File: src/hw/rhp_consts.vh
// Constants for the rotator host port controller.
`ifndef RHP_CONSTS_VH
`define RHP_CONSTS_VH

// ****************************************************************
// Control/status word field layout.
// ****************************************************************
`define RHP_EN_BIT      15
`define RHP_FC_BIT      14
`define RHP_CLP_BIT     13
`define RHP_RW_BIT      12
`define RHP_RT_HI       11
`define RHP_RT_LO       10
`define RHP_XS_HI       9
`define RHP_XS_LO       8
`define RHP_YS_HI       7
`define RHP_YS_LO       2
`define RHP_RSVD_MASK   16'hfffc
`define RHP_CSR_RESET   16'h0000

// ****************************************************************
// Command codes on the user port.
// ****************************************************************
`define RHP_OP_CSR_WR   3'h0
`define RHP_OP_CSR_RD   3'h1
`define RHP_OP_ARR_WR   3'h2
`define RHP_OP_ARR_RD   3'h3
`define RHP_OP_FB_WR    3'h4
`define RHP_OP_FB_RD    3'h5
`define RHP_OP_RESET    3'h6

// ****************************************************************
// Bus timing, in ns, and the clock period.
// ****************************************************************
`define RHP_CLK_NS      10
`define RHP_SETUP_NS    20
`define RHP_STROBE_NS   50
`define RHP_HOLD_NS     20
`define RHP_RESET_NS    200
`define RHP_CYC(ns)     (((ns) + `RHP_CLK_NS - 1) / `RHP_CLK_NS)

`endif

File: src/hw/rhp_fifo.v
// Small FIFO with a registered output stage.
`timescale 1ns/10ps
module rhp_fifo #(
  parameter W  = 16,
  parameter D  = 8,
  parameter AW = 3
) (
  input  wire         clk,
  input  wire         srst,
  input  wire         in_valid,
  output wire         in_ready,
  input  wire [W-1:0] in_data,
  output reg          out_valid_q,
  input  wire         out_ready,
  output reg  [W-1:0] out_data_q
);
  localparam [31:0]   D_W  = D;
  localparam [31:0]   D_M1 = D - 1;
  localparam [AW:0]   FULL = D_W[AW:0];
  localparam [AW-1:0] LAST = D_M1[AW-1:0];

  reg  [W-1:0]  mem [0:D-1];
  reg  [AW-1:0] wp_q;
  reg  [AW-1:0] rp_q;
  reg  [AW:0]   cnt_q;
  wire          push;
  wire          load;

  // Handshakes on both sides of the store.
  assign in_ready = (cnt_q != FULL);
  assign push     = in_valid && in_ready;
  assign load     = (cnt_q != {(AW+1){1'b0}}) && (!out_valid_q || out_ready);

  // Storage array, written without reset.
  always @(posedge clk) begin
    if (push) begin
      mem[wp_q] <= in_data;
    end
  end

  // Pointers, level and the output register.
  always @(posedge clk) begin
    if (srst) begin
      wp_q        <= {AW{1'b0}};
      rp_q        <= {AW{1'b0}};
      cnt_q       <= {(AW+1){1'b0}};
      out_valid_q <= 1'b0;
      out_data_q  <= {W{1'b0}};
    end else begin
      if (push) begin
        wp_q <= (wp_q == LAST) ? {AW{1'b0}} : wp_q + 1'b1;
      end
      if (load) begin
        rp_q        <= (rp_q == LAST) ? {AW{1'b0}} : rp_q + 1'b1;
        out_data_q  <= mem[rp_q];
        out_valid_q <= 1'b1;
      end else if (out_ready) begin
        out_valid_q <= 1'b0;
      end
      if (push && !load) begin
        cnt_q <= cnt_q + 1'b1;
      end else if (load && !push) begin
        cnt_q <= cnt_q - 1'b1;
      end
    end
  end
endmodule

File: src/hw/rhp_host.v
// Host controller driving the rotator's parallel bus pins.
`timescale 1ns/10ps
`include "rhp_consts.vh"

module rhp_host #(
  parameter DW        = 16,
  parameter FIFO_D    = 8,
  parameter FIFO_AW   = 3,
  parameter UNREVERSE = 0
) (
  input  wire          clk,
  input  wire          srst,
  input  wire          cmd_valid,
  output reg           cmd_ready_q,
  input  wire [2:0]    cmd_op,
  input  wire [DW-1:0] cmd_data,
  output reg           cmd_done_q,
  output reg           cmd_err_q,
  output wire          rd_valid,
  input  wire          rd_ready,
  output wire [DW-1:0] rd_data,
  output reg  [DW-1:0] csr_shadow_q,
  output reg           dev_reset_n_q,
  output reg           reg_select_n_q,
  output reg           group_select_n_q,
  output reg           flyby_select_n_q,
  output reg           access_start_q,
  output reg           rd_n_q,
  output reg           wr_n_q,
  output reg  [DW-1:0] data_out_q,
  output reg           data_oe_q,
  input  wire [DW-1:0] data_in
);
  // ****************************************************************
  // States and phase lengths.
  // ****************************************************************
  localparam [4:0] ST_IDLE   = 5'h01;
  localparam [4:0] ST_SETUP  = 5'h02;
  localparam [4:0] ST_STROBE = 5'h04;
  localparam [4:0] ST_HOLD   = 5'h08;
  localparam [4:0] ST_RST    = 5'h10;
  // Phase lengths are worked out wide, then cut to the counter width.
  localparam [31:0] SETUP_LEN  = `RHP_CYC(`RHP_SETUP_NS);
  localparam [31:0] STROBE_LEN = `RHP_CYC(`RHP_STROBE_NS);
  localparam [31:0] HOLD_LEN   = `RHP_CYC(`RHP_HOLD_NS);
  localparam [31:0] RESET_LEN  = `RHP_CYC(`RHP_RESET_NS);
  localparam [7:0]  SETUP_C    = SETUP_LEN[7:0];
  localparam [7:0]  STROBE_C   = STROBE_LEN[7:0];
  localparam [7:0]  HOLD_C     = HOLD_LEN[7:0];
  localparam [7:0]  RESET_C    = RESET_LEN[7:0];

  reg  [4:0]    state_q;
  reg  [7:0]    cnt_q;
  reg  [2:0]    op_q;
  reg  [DW-1:0] din_s1_q;
  reg  [DW-1:0] din_s2_q;
  reg  [DW-1:0] word_q;
  reg           push_q;
  wire          fifo_in_ready;
  wire          accept;
  wire          is_arr;
  wire          want_rd;
  wire          gate_ok;
  wire          dir_ok;
  wire          rev_mode;
  wire [DW-1:0] din_rev;

  // Bit order reversal of a word.
  function [DW-1:0] rhp_rev;
    input [DW-1:0] w;
    integer i;
    begin
      for (i = 0; i < DW; i = i + 1) begin
        rhp_rev[i] = w[DW-1-i];
      end
    end
  endfunction

  // ****************************************************************
  // Command decode and host-side legality checks.
  // ****************************************************************
  assign accept  = cmd_valid && cmd_ready_q;
  assign is_arr  = (cmd_op == `RHP_OP_ARR_WR) || (cmd_op == `RHP_OP_ARR_RD) ||
                   (cmd_op == `RHP_OP_FB_WR) || (cmd_op == `RHP_OP_FB_RD);
  assign want_rd = (cmd_op == `RHP_OP_ARR_RD) || (cmd_op == `RHP_OP_FB_RD);
  // The device ignores array work unless both enable and token are set.
  assign gate_ok = csr_shadow_q[`RHP_EN_BIT] &&
                   csr_shadow_q[`RHP_FC_BIT];
  // Direction selects read-only or write-only array access.
  assign dir_ok  = (csr_shadow_q[`RHP_RW_BIT] == want_rd);
  // Rotations 180 and 270 come back bit-reversed.
  assign rev_mode = csr_shadow_q[`RHP_RT_HI];
  assign din_rev  = (UNREVERSE != 0 && rev_mode) ?
                    rhp_rev(din_s2_q) : din_s2_q;

  // Two-flop synchroniser for the bus as seen from the pins.
  always @(posedge clk) begin
    if (srst) begin
      din_s1_q <= {DW{1'b0}};
      din_s2_q <= {DW{1'b0}};
    end else begin
      din_s1_q <= data_in;
      din_s2_q <= din_s1_q;
    end
  end

  // ****************************************************************
  // Bus sequencer.
  // ****************************************************************
  // Each access is setup, strobe low, then hold with start still high.
  always @(posedge clk) begin
    if (srst) begin
      state_q          <= ST_RST;
      cnt_q            <= 8'h00;
      op_q             <= `RHP_OP_RESET;
      cmd_ready_q      <= 1'b0;
      cmd_done_q       <= 1'b0;
      cmd_err_q        <= 1'b0;
      csr_shadow_q     <= `RHP_CSR_RESET;
      dev_reset_n_q    <= 1'b0;
      reg_select_n_q   <= 1'b1;
      group_select_n_q <= 1'b1;
      flyby_select_n_q <= 1'b1;
      access_start_q   <= 1'b0;
      rd_n_q           <= 1'b1;
      wr_n_q           <= 1'b1;
      data_out_q       <= {DW{1'b0}};
      data_oe_q        <= 1'b0;
      word_q           <= {DW{1'b0}};
      push_q           <= 1'b0;
    end else begin
      cmd_done_q <= 1'b0;
      cmd_err_q  <= 1'b0;
      push_q     <= 1'b0;
      case (state_q)
        ST_IDLE: begin
          // A word still entering the buffer may fill it, so wait a cycle.
          cmd_ready_q <= fifo_in_ready && !push_q && !accept;
          if (accept) begin
            op_q  <= cmd_op;
            cnt_q <= 8'h00;
            if (cmd_op == `RHP_OP_RESET) begin
              state_q       <= ST_RST;
              dev_reset_n_q <= 1'b0;
            end else if (cmd_op > `RHP_OP_RESET ||
                         (is_arr && !(gate_ok && dir_ok))) begin
              cmd_err_q <= 1'b1;
              cmd_done_q <= 1'b1;
            end else begin
              state_q        <= ST_SETUP;
              access_start_q <= 1'b1;
              reg_select_n_q <= !((cmd_op == `RHP_OP_CSR_WR) ||
                                  (cmd_op == `RHP_OP_CSR_RD));
              group_select_n_q <= !((cmd_op == `RHP_OP_ARR_WR) ||
                                    (cmd_op == `RHP_OP_ARR_RD));
              flyby_select_n_q <= !((cmd_op == `RHP_OP_FB_WR) ||
                                    (cmd_op == `RHP_OP_FB_RD));
              // Reserved bits are forced to zero on register writes.
              data_out_q <= (cmd_op == `RHP_OP_CSR_WR) ?
                            (cmd_data & `RHP_RSVD_MASK) : cmd_data;
              // Host drives the bus only for its own writes.
              data_oe_q  <= (cmd_op == `RHP_OP_CSR_WR) ||
                            (cmd_op == `RHP_OP_ARR_WR);
            end
          end
        end
        ST_SETUP: begin
          if (cnt_q == SETUP_C - 8'h01) begin
            cnt_q   <= 8'h00;
            state_q <= ST_STROBE;
            // Fly-by swaps the strobes: read stores, write fetches.
            rd_n_q  <= !((op_q == `RHP_OP_CSR_RD) || (op_q == `RHP_OP_ARR_RD) ||
                         (op_q == `RHP_OP_FB_WR));
            wr_n_q  <= !((op_q == `RHP_OP_CSR_WR) || (op_q == `RHP_OP_ARR_WR) ||
                         (op_q == `RHP_OP_FB_RD));
          end else begin
            cnt_q <= cnt_q + 8'h01;
          end
        end
        ST_STROBE: begin
          if (cnt_q == STROBE_C - 8'h01) begin
            cnt_q   <= 8'h00;
            state_q <= ST_HOLD;
            rd_n_q  <= 1'b1;
            wr_n_q  <= 1'b1;
            // Sample just before the strobe rises while the device drives.
            word_q  <= (op_q == `RHP_OP_ARR_RD) ? din_rev : din_s2_q;
          end else begin
            cnt_q <= cnt_q + 8'h01;
          end
        end
        ST_HOLD: begin
          if (cnt_q == HOLD_C - 8'h01) begin
            cnt_q            <= 8'h00;
            state_q          <= ST_IDLE;
            access_start_q   <= 1'b0;
            reg_select_n_q   <= 1'b1;
            group_select_n_q <= 1'b1;
            flyby_select_n_q <= 1'b1;
            data_oe_q        <= 1'b0;
            cmd_done_q       <= 1'b1;
            push_q <= (op_q == `RHP_OP_CSR_RD) || (op_q == `RHP_OP_ARR_RD);
            if (op_q == `RHP_OP_CSR_WR) begin
              csr_shadow_q <= data_out_q;
            end else if (op_q == `RHP_OP_CSR_RD) begin
              // Readback carries next Y and X size after clipping.
              csr_shadow_q <= word_q;
            end else begin
              // Any array access leaves the device in clipped state.
              csr_shadow_q[`RHP_CLP_BIT] <= 1'b1;
            end
          end else begin
            cnt_q <= cnt_q + 8'h01;
          end
        end
        ST_RST: begin
          // Device reset clears its register; bus stays released.
          data_oe_q <= 1'b0;
          if (cnt_q == RESET_C - 8'h01) begin
            cnt_q         <= 8'h00;
            state_q       <= ST_IDLE;
            dev_reset_n_q <= 1'b1;
            csr_shadow_q  <= `RHP_CSR_RESET;
            cmd_done_q    <= (op_q == `RHP_OP_RESET);
          end else begin
            cnt_q <= cnt_q + 8'h01;
          end
        end
        default: begin
          state_q <= ST_IDLE;
        end
      endcase
    end
  end

  // ****************************************************************
  // Read data buffer toward the user.
  // ****************************************************************
  rhp_fifo #(
    .W  (DW),
    .D  (FIFO_D),
    .AW (FIFO_AW)
  ) u_fifo (
    .clk         (clk),
    .srst        (srst),
    .in_valid    (push_q),
    .in_ready    (fifo_in_ready),
    .in_data     (word_q),
    .out_valid_q (rd_valid),
    .out_ready   (rd_ready),
    .out_data_q  (rd_data)
  );
endmodule

File: config.mk
export PLATFORM = sky130hd
export DESIGN_NAME = rhp_host
export DESIGN_NICKNAME = d
export VERILOG_FILES = /design/src/hw/rhp_fifo.v /design/src/hw/rhp_host.v
export VERILOG_INCLUDE_DIRS = /design/src /design/src/hw
export SDC_FILE = /design/constraint.sdc
export NUM_CORES = 1
export LEC_CHECK = 0
export BUFFER_PORTS_ARGS = -buffer_cell sky130_fd_sc_hd__buf_2
export CORE_MARGIN = 2
export CORE_UTILIZATION = 59
export DETAILED_ROUTE_END_ITERATION = 7
export PLACE_DENSITY = 0.88
export SLEW_MARGIN = 20
export SYNTH_ARGS = -nofsm -noshare
export SYNTH_HDL_FRONTEND = slang
export SYNTH_SLANG_ARGS = --single-unit
File: constraint.sdc
create_clock -name clk -period 3.72 [get_ports clk]
set_clock_uncertainty 0.2 [all_clocks]
set_input_delay 0.372 -clock clk [delete_from_list [all_inputs] [get_ports clk]]
set_output_delay 0.372 -clock clk [all_outputs]
set_load 0.05 [all_outputs]
* Word-level counts from Yosys, hierarchy flattened
Memories as Yosys holds them, arrays and structs flattened. A register that Yosys moved wholly into a read port is not among the register bits. Cells that the tools add are included.
Storage, ports and cells: logic and storage cells 196, output and inout bits 60, flip-flop bits (word level) 119, memory bits (writable) 128, memories kept 1, input bits 39
Memories:
- u_fifo.mem | words 8, width 16, rd ports 1, clocked after memory_dff 1, wr ports 1, line rhp_fifo.v:22 | reg [W-1:0] mem [0:D-1];
Cells by class: add/sub/neg operators 5, equal/unequal tests 34, muxes and demuxes 66, reduce and logical (&&, ||, !) cells 59, order comparisons 1, bitwise operators 5
Operator list (count):
- $mux 16 | 3
- $mux 5 | 7
- $mux 1 | 33
- $mux 8 | 4
- $pmux 16 s2 | 1
- $pmux 8 s4 | 1
- $pmux 5 s5 | 1
- $eq 3x3->1 const B | 8
- $ne 2x2->1 const B | 8
- $pmux 1 s2 | 7
- $logic_or 1x1->1 | 13
- $mux 13 | 1
- $eq 3x2->1 const B | 4
- $reduce_and 4->1 | 3
- $reduce_bool 2->1 | 6
- $logic_not 1->1 | 11
- $logic_and 1x1->1 | 10
- $reduce_and 5->1 | 2
- $add 8x1->8 const B | 1
- $eq 8x1->1 const B | 1
- $eq 8x3->1 const B | 1
- $eq 8x5->1 const B | 1
- $mux 4 | 2
- $reduce_bool 4->1 | 2
- other kinds (24) | 39

* Logic depth before layout (Yosys ltp)
Gate-level depths: netlist of run 1.
word-level depth 11, depth in mapped cells 12, depth with buffers taken out 12

* By module
From an unflattened synthesis of run 1, not the netlist that was laid out.
Second synthesis, totals: cell total of the unflattened synthesis 800, area, all modules 10390.0 um^2
By module, submodules not included:
- rhp_fifo | cells an instance 317, times used 1, area an instance 5988.2 um^2
- rhp_host | cells an instance 483, times used 1, area an instance 4401.7 um^2

* Least setup slack after synthesis of run 1
Ideal clock, no wire load.
path kind register -> register, from reg u_fifo.cnt_q[0], to mem u_fifo.mem[0][0] (enable), period minus slack after synthesis 2.936 ns, stages on the path, launching flop included 5, data arrival time 2.306 ns, setup time 0.430 ns, setup slack 0.784 ns, buffers on the path 0, cells stage by stage dfxtp_1 > nor3_1 > nand2_1 > nand2_1 > nor4_1
On the way: word-level cells in the longest chain between the ends 4
Ends and longest elaborated chain:
- start, declared | line rhp_fifo.v:25 | reg [AW:0] cnt_q;
- start signal, assigned | line rhp_fifo.v:46 | cnt_q <= {(AW+1){1'b0}};
- start signal, assigned | line rhp_fifo.v:61 | cnt_q <= cnt_q + 1'b1;
- start signal, assigned | line rhp_fifo.v:63 | cnt_q <= cnt_q - 1'b1;
- $ne 4x4->1 | line rhp_fifo.v:30 | assign in_ready = (cnt_q != FULL);
- $logic_and 1x1->1 | line rhp_fifo.v:31 | assign push = in_valid && in_ready;
- $mux 1 | line rhp_fifo.v:36 | if (push) begin
- $mux 1 (implied by the code) | line rhp_fifo.v:37 | mem[wp_q] <= in_data;
- end, declared | line rhp_fifo.v:22
Every way passes these cells.

* Worst setup path in the final report of run 1
from reg state_q[1], to reg data_out_q[0]
On the way: word-level cells in the longest chain between the ends 2
Ends and longest elaborated chain:
- start, declared | line rhp_host.v:52 | reg [4:0] state_q;
- start signal, assigned | line rhp_host.v:113 | state_q <= ST_RST;
- start signal, assigned | line rhp_host.v:143 | state_q <= ST_RST;
- start signal, assigned | line rhp_host.v:150 | state_q <= ST_SETUP;
- $eq 5x1->1 | line rhp_host.v:135 | case (state_q)
- $reduce_and 4->1 (no line)
- end signal, assigned | line rhp_host.v:127 | data_out_q <= {DW{1'b0}};
- end signal, assigned | line rhp_host.v:159 | data_out_q <= (cmd_op == `RHP_OP_CSR_WR) ?
- end, declared | line rhp_host.v:30 | output reg [DW-1:0] data_out_q,
Every way passes these cells. A chain may end at the register's enable or synchronous reset.

==> results.yml, run 1 <==
global_routing:
  first_pass_grt_wire_length_um: 35600
  grt_start_max_net_pins: 82
  initial_antenna_violation_count: 0
  globalRouteOverflowTotal: 0
  grt_pass1_vias: 6569
  grt_usage_pct: 25.3
cts:
  cts_root_buffer: "clkbuf_16"
  clkLatencyLatePin_ns: 0.53
  cts_setup_buffers: 0
  cts_tree: "built"
  cts_num_sinks: 263
  cts.repair.resized: 0
  cts_buffers: 26
  cts.path.max_buffers: 3
  clk_transition_reported_paths_ns: 0.06
  cts_htree_levels: 1
critical_path:
  worst_ep_required_time_ns: 3.97
  worstSetupPathType: "reg2reg"
  path_max_fanout: 17
  start_kind: "register"
  rr_endpoint: "data_out_q[0]$_SDFFE_PP0P_"
  r2r-start: "state_q[1]$_SDFFE_PP0P_"
  cp_slowest_cell: "nor4b_1"
  timing.critical_path.arrival_ns: 3.26
  max_stage_delay_ns: 0.60
  crit_start: "state_q[1]$_SDFFE_PP0P_"
  path_cells: "nor4b_1 -> and3_1 -> nand3_1 -> buf_4 -> or3b_2 -> a21oi_1"
  r2r_setup_slack_ns: 0.71
  worst-r2r-cell-count: 6
  critPathCaptureType: "register"
  setup.worst_path.end: "data_out_q[0]$_SDFFE_PP0P_"
place:
  place_area_um2: 10900
  port_buffers: 98
  detailedPlacementHpwl_um: 12700
  dp_worst_setup_slack_ns: 0.817
  gp_congestion: 0.832
timing:
  maxClockFrequency_ghz: 0.332
  finalMaxSlewViolations: 0
  tightest_slew_ns: 1.05
  grt_setup_unrepaired: "false"
  period_share_pct: 80.9
  final_period_minus_worst_setup_slack_ns: 3.01
  setup-violations-final: 0
  max-slew-margin-rel_pct: 30.0
  timing.final.hold_violations: 0
  finalHoldWorstSlack_ns: 0.0255
  post-route-worst-setup-slack_ns: 0.709
  setup-tns-final_ns: 0
yosys:
  synth.distinct_cells: 52
  synthCells: 746
  count_of_flip_flops_with_a_built_in_enable_after_synthesis: 128
  synth-async-reset-ratio_pct: 0
  yosysWarnings: 0
  synth.ff_latch_count: 263
  synthesized_net_count: 800
  synth_adder_area_share_pct: 1.93
  synth_ff_type: "dfxtp_1"
  xor_xnor_fraction_of_synth_area_pct: 1.04
  synth_top_family_by_area: "multiplexers"
  synthesis.area_per_instance_um2: 13.6
  synth_compound_gate_area_share_pct: 5.63
  synth.mux.area_fraction_pct: 13.4
  sequential_element_share_of_the_synthesized_area_pct: 64.6
  mappedNetlistArea_um2: 10100
  synth_simple_gate_area_share_pct: 11.3
die:
  row_count: 47
  dieHeight_um: 135
  ioPinCount: 99
  core_region_area_um2: 16700
  floorplan.die_area_um2: 18200
  floorplan.initialDensity_pct: 60.7
  die_x_um: 135
route:
  viasPerCell: 5.89
  drt_iter0_markers: 478
  detail_route.first_pass.iterations: 5
  wire_per_inst_um: 20.1
  drt.antenna.violating_nets: 0
  detailroute.via_count: 6600
  drc_errors: 0
  drt-total-wl_um: 22500
finish:
  multi_input_comb_area_um2: 3420
  diodes: 0
  design_area_um2: 12100
  nFillCells: 1018
  drive_above_1_share_pct: 22.6
  area.growth.synth_to_final_pct: 19.8
  layout.area.seq_um2: 6550
  finalNetCount: 934
power:
  cellPowerDensity_nw_per_um2: 657
  p_leak_nw: 4.66
  irDropWorstVdd_uv: 559
run_status:
  run_status: "finished, final reports clean"
job:
  timing.max_cap.violations: 0
hold_path:
  worst_hold_path_type: "in2reg"
==> Yosys cell counts (13+ instances only) <==
cell / number / share of area, %
nor3_1: 13 / 0.64
a21oi_1: 33 / 1.6
nand2_1: 37 / 1.4
dfxtp_1: 135 / 27
or3_1: 19 / 1.2
nor2_1: 78 / 2.9
a211oi_1: 17 / 1.3
edfxtp_1: 128 / 38
mux2i_1: 64 / 6.3
nor2b_1: 42 / 2.6
clkbuf_1: 26 / 0.96
ha_1: 14 / 1.7
mux4_2: 32 / 7.1
==> worst max-delay path: cells and delay by family (launching register included) <==
family	cells	cell delay, ns
simple gates	4	1.87
flops	1	0.37
buf+inv	1	0.31
compound gates	1	0.18
==> worst min path at each step <==
stage          cells after the start  slack, ns                         end                    start
6_report                           3       0.03  data_out_q[1]$_SDFFE_PP0P_              cmd_data[1]
5_1_grt                            3       0.04  data_out_q[0]$_SDFFE_PP0P_              cmd_data[0]
4_1_cts                            3      0.003  data_out_q[0]$_SDFFE_PP0P_              cmd_data[0]
3_5_place_dp                       1       0.23      din_rev[15]$_SDFF_PP0_  din_s1_q[15]$_SDFF_PP0_
3_3_place_gp                       1       0.22      din_rev[12]$_SDFF_PP0_  din_s1_q[12]$_SDFF_PP0_
2_1_floorplan                      1       0.21       din_rev[0]$_SDFF_PP0_   din_s1_q[0]$_SDFF_PP0_
==> metrics by stage <==
| stage | std cells | total power, mW | util, % |
|---|---|---|---|
| 2_1_floorplan | 746 | 4.80 | - |
| 3_3_place_gp | 1038 | 5.16 | 65.1 |
| 3_5_place_dp | 1038 | 5.21 | 65.1 |
| 4_1_cts | 1120 | 8.01 | 72.7 |
| 5_1_grt | 1120 | 8.31 | 72.7 |
| 6_report | 1120 | 7.98 | 72.7 |
==> repair_timing <==
action	4_1_cts	5_1_grt
hold buffers	34	0
setup endpoints to repair	0	0
endpoints found under the hold margin	34	0
==> state kept, by name, summed over array words and instances, names as in the netlist, 3 cells and up <==
| name | flops |
|---|---|
| din_rev | 16 |
| cnt_q | 8 |
| u_fifo.rp_q | 3 |
| din_s1_q | 16 |
| op_q | 3 |
| data_out_q | 16 |
| u_fifo.mem | 128 |
| u_fifo.out_data_q | 16 |
| word_q | 16 |
| u_fifo.wp_q | 3 |
| state_q | 5 |
| csr_shadow_q | 16 |
| u_fifo.cnt_q | 4 |
==> cell usage in the layout, fill, tap and decap left out, types with 4 or more instances in the layout <==
master         netlist  routed
mux4_2              32      32
and3_1               4       4
nand2_1             37      37
a21oi_1             33      33
mux2i_1             64      64
inv_1                8       8
nor2_1              78      78
clkbuf_1            26       4
edfxtp_1           128     128
buf_4                0      14
nand3b_1             5       5
or3_1               19      19
buf_2                7      97
o21ai_0              7       7
nor3_1              13       9
dfxtp_1            135     132
a211oi_1            17      17
nand4_1              4       4
a211o_1              4       4
clkinv_2             0       6
xor2_1               9       9
nor2b_1             42      41
dlygate4sd3_1        0      34
clkbuf_16            0      29
ha_1                14      14
==> layer usage <==
layer / up-vias / global-route usage (%) / part of all wire, %
met1: 3214 / 33.7 / 40
met4: 0 / 8.16 / 2.4
li1: 3013 / - / -
met3: 46 / 4.05 / 7.7
met2: 327 / 43.1 / 50
met5: - / 0 / 0
==> logic make-up after synthesis <==
logic type                 Yosys count
buffers and inverters               47
xor gates and xnor gates            12
AOI/OAI and AO/OA                   87
muxes                               96
adders and majority gates           15
DFF                                263
and+or+nand+nor                    226
==> where the power goes <==
group	switching, mW	internal [mW]	leakage (nW)	total (mW)
Combinational	1.11	0.703	1.90	1.82
Clock	1.09	1.70	0.466	2.79
Sequential	0.199	3.18	2.29	3.38
==> final cells by class <==
| type | count | share of cell area [%] |
|---|---|---|
| clock inverters | 11 | 1.20 |
| well taps | 220 | 2.27 |
| inverters | 8 | 0.247 |
| repair buffers | 145 | 7.67 |
| flip-flops and latches | 263 | 54.0 |
| multi-input cells | 436 | 28.2 |
| clock buffers | 37 | 6.50 |
Note: power is estimated with default switching activity, not from simulation.
==> run 2, diff against run 1 <==
--- a/config.mk
+++ b/config.mk
@@ -8,9 +8,9 @@
 export LEC_CHECK = 0
 export BUFFER_PORTS_ARGS = -buffer_cell sky130_fd_sc_hd__buf_2
 export CORE_MARGIN = 2
-export CORE_UTILIZATION = 59
+export CORE_UTILIZATION = 53
 export DETAILED_ROUTE_END_ITERATION = 7
-export PLACE_DENSITY = 0.88
+export PLACE_DENSITY = 0.84
 export SLEW_MARGIN = 20
 export SYNTH_ARGS = -nofsm -noshare
 export SYNTH_HDL_FRONTEND = slang
==> constraint.sdc (replaced) <==
create_clock -name clk -period 2.7 [get_ports clk]
set_clock_uncertainty 0.2 [all_clocks]
set_input_delay 0.27 -clock clk [delete_from_list [all_inputs] [get_ports clk]]
set_output_delay 0.27 -clock clk [all_outputs]
set_load 0.05 [all_outputs]
==> results.yml, run 2 (synthesis gave the netlist of run 1 again) <==
run_status:
  run_status: "finished, final reports clean"
finish:
  largest_reg_flops: 128
  mostFrequentLayoutCells: "133 x dfxtp_1, 128 x edfxtp_1, 97 x buf_2"
  layout.area.seq_um2: 6550
  nFillCells: 1281
  drive_above_1_share_pct: 23.2
  multi_input_comb_area_um2: 3450
  regMostFlops: "u_fifo.mem"
  diodes: 0
  area.growth.synth_to_final_pct: 20.7
  finalNetCount: 947
  mostFrequentLayoutCell: "dfxtp_1"
job:
  timing.max_cap.violations: 0
route:
  drt_iter0_markers: 541
  viasPerCell: 5.54
  drt.antenna.violating_nets: 0
  drc_errors: 0
  detail_route.first_pass.iterations: 6
  drt-total-wl_um: 21100
  wire_per_inst_um: 18.4
  detailroute.via_count: 6356
place:
  gp_congestion: 0.820
  detailedPlacementHpwl_um: 12900
  port_buffers: 98
timing:
  final_period_minus_worst_setup_slack_ns: 2.57
  setup-violations-final: 0
  period_share_pct: 95.1
  max-slew-margin-rel_pct: 60.9
  maxClockFrequency_ghz: 0.389
  tightest_slew_ns: 0.585
  finalHoldWorstSlack_ns: 0.00921
  timing.final.hold_violations: 0
  finalMaxSlewViolations: 0
global_routing:
  initial_antenna_violation_count: 0
  first_pass_grt_wire_length_um: 33300
  grt_usage_pct: 21.2
  grt_start_max_net_pins: 80
  globalRouteOverflowTotal: 0
  grt_pass1_vias: 6245
cts:
  clk_transition_reported_paths_ns: 0.06
  cts_tree: "built"
  cts_buffers: 26
  clkLatencyLatePin_ns: 0.53
  cts.path.max_buffers: 3
  cts_htree_levels: 1
  cts_root_buffer: "clkbuf_16"
  cts_num_sinks: 263
  cts_setup_buffers: 0
die:
  die_x_um: 142
  core_region_area_um2: 18700
  dieHeight_um: 142
  floorplan.die_area_um2: 20200
  floorplan.initialDensity_pct: 54.2
  row_count: 50
  ioPinCount: 99
power:
  p_leak_nw: 4.69
  total_power_draw_mw: 10.8
  irDropWorstVdd_uv: 535
  cellPowerDensity_nw_per_um2: 879
hold_path:
  timing.hold.worst.start: "srst"
  worst_hold_path_type: "in2reg"
critical_path:
  worstSetupPathType: "reg2reg"
  path_max_fanout: 4
  crit_start: "u_fifo.cnt_q[0]$_SDFFE_PP0P_"
  start_kind: "register"
  critPathCaptureType: "register"
  r2r-start: "u_fifo.cnt_q[0]$_SDFFE_PP0P_"
  timing.critical_path.arrival_ns: 2.82
  worst_ep_required_time_ns: 2.95
-- run 2: changes by cell type in the layout (fill, tap and decap cells not counted), moves of 3 or more --
cell       change
clkinv_1       +7
buf_12         +3
clkbuf_8       -3
clkbuf_16      -3
buf_4          +8
-- run 2: worst max-delay path, stage by stage, from the launching register on --
cell and delay [ns]:
dfxtp_1 0.34, buf_4 0.17, nor3_4 0.20, nand2_1 0.07, nand2_1 0.09, inv_1 0.07
ha_2 0.19, inv_2 0.09, ha_1 0.24, a21o_1 0.19, a21oi_2 0.14, xnor2_1 0.08
or3_1 0.30, a21oi_1 0.13
-- run 2: layout make-up --
class,count,share of cell area [%]
Sequential cell,263,53.6
Multi-Input combinational cell,436,28.2
Clock buffer,31,5.47
Inverter,8,0.246
Timing Repair Buffer,158,8.76
Clock inverter,17,1.33
Tap cell,234,2.39
-- run 2: worst paths after layout --
path | to | slack, ns | cells past startpoint
setup reg to reg | u_fifo.cnt_q[3]$_SDFFE_PP0P_ | 0.13 | 13
hold reg to reg | din_rev[15]$_SDFF_PP0_ | 0.23 | 1
hold / removal | op_q[0]$_SDFFE_PP0P_ | 0.009 | 2
setup / recovery | u_fifo.cnt_q[3]$_SDFFE_PP0P_ | 0.13 | 13
-- run 2: power breakdown --
group | leakage (nW) | internal (mW) | switching [mW]
Sequential | 2.29 | 4.38 | 0.166
Clock | 0.410 | 2.05 | 1.44
Combinational | 1.99 | 1.07 | 1.64
-- run 2: what timing repair did --
action | 4_1_cts | 5_1_grt
resized for setup | 2 | 7
endpoints found under the setup margin | 1 | 16
pin swaps | 0 | 1
endpoints found under the hold margin | 38 | 0
hold buffers | 36 | 0
-- run 2: stage by stage --
| stage | std cells | utilization (%) | worst slack [ns] | instance area (µm²) | setup TNS, ns |
|---|---|---|---|---|---|
| floorplan | 746 | - | 0.0119 | 10100 | 0 |
| global route | 1147 | 65.4 | -0.00444 | 12200 | -0.00444 |
| finish | 1147 | 65.4 | 0.132 | 12200 | 0 |
| global placement | 1063 | 58.8 | 0.0311 | 11000 | 0 |
| CTS | 1147 | 65.2 | 0.00832 | 12200 | 0 |
| detailed placement | 1063 | 58.8 | -0.0729 | 11000 | -0.0729 |
-- run 2: routing by layer --
| metal | vias up | track usage, % | share of wire (%) |
|---|---|---|---|
| met5 | - | 0 | 0 |
| met4 | 0 | 7.32 | 2.7 |
| met3 | 39 | 3.90 | 5.8 |
| met2 | 208 | 35.0 | 49 |
| met1 | 3064 | 28.4 | 43 |
| li1 | 3045 | - | - |
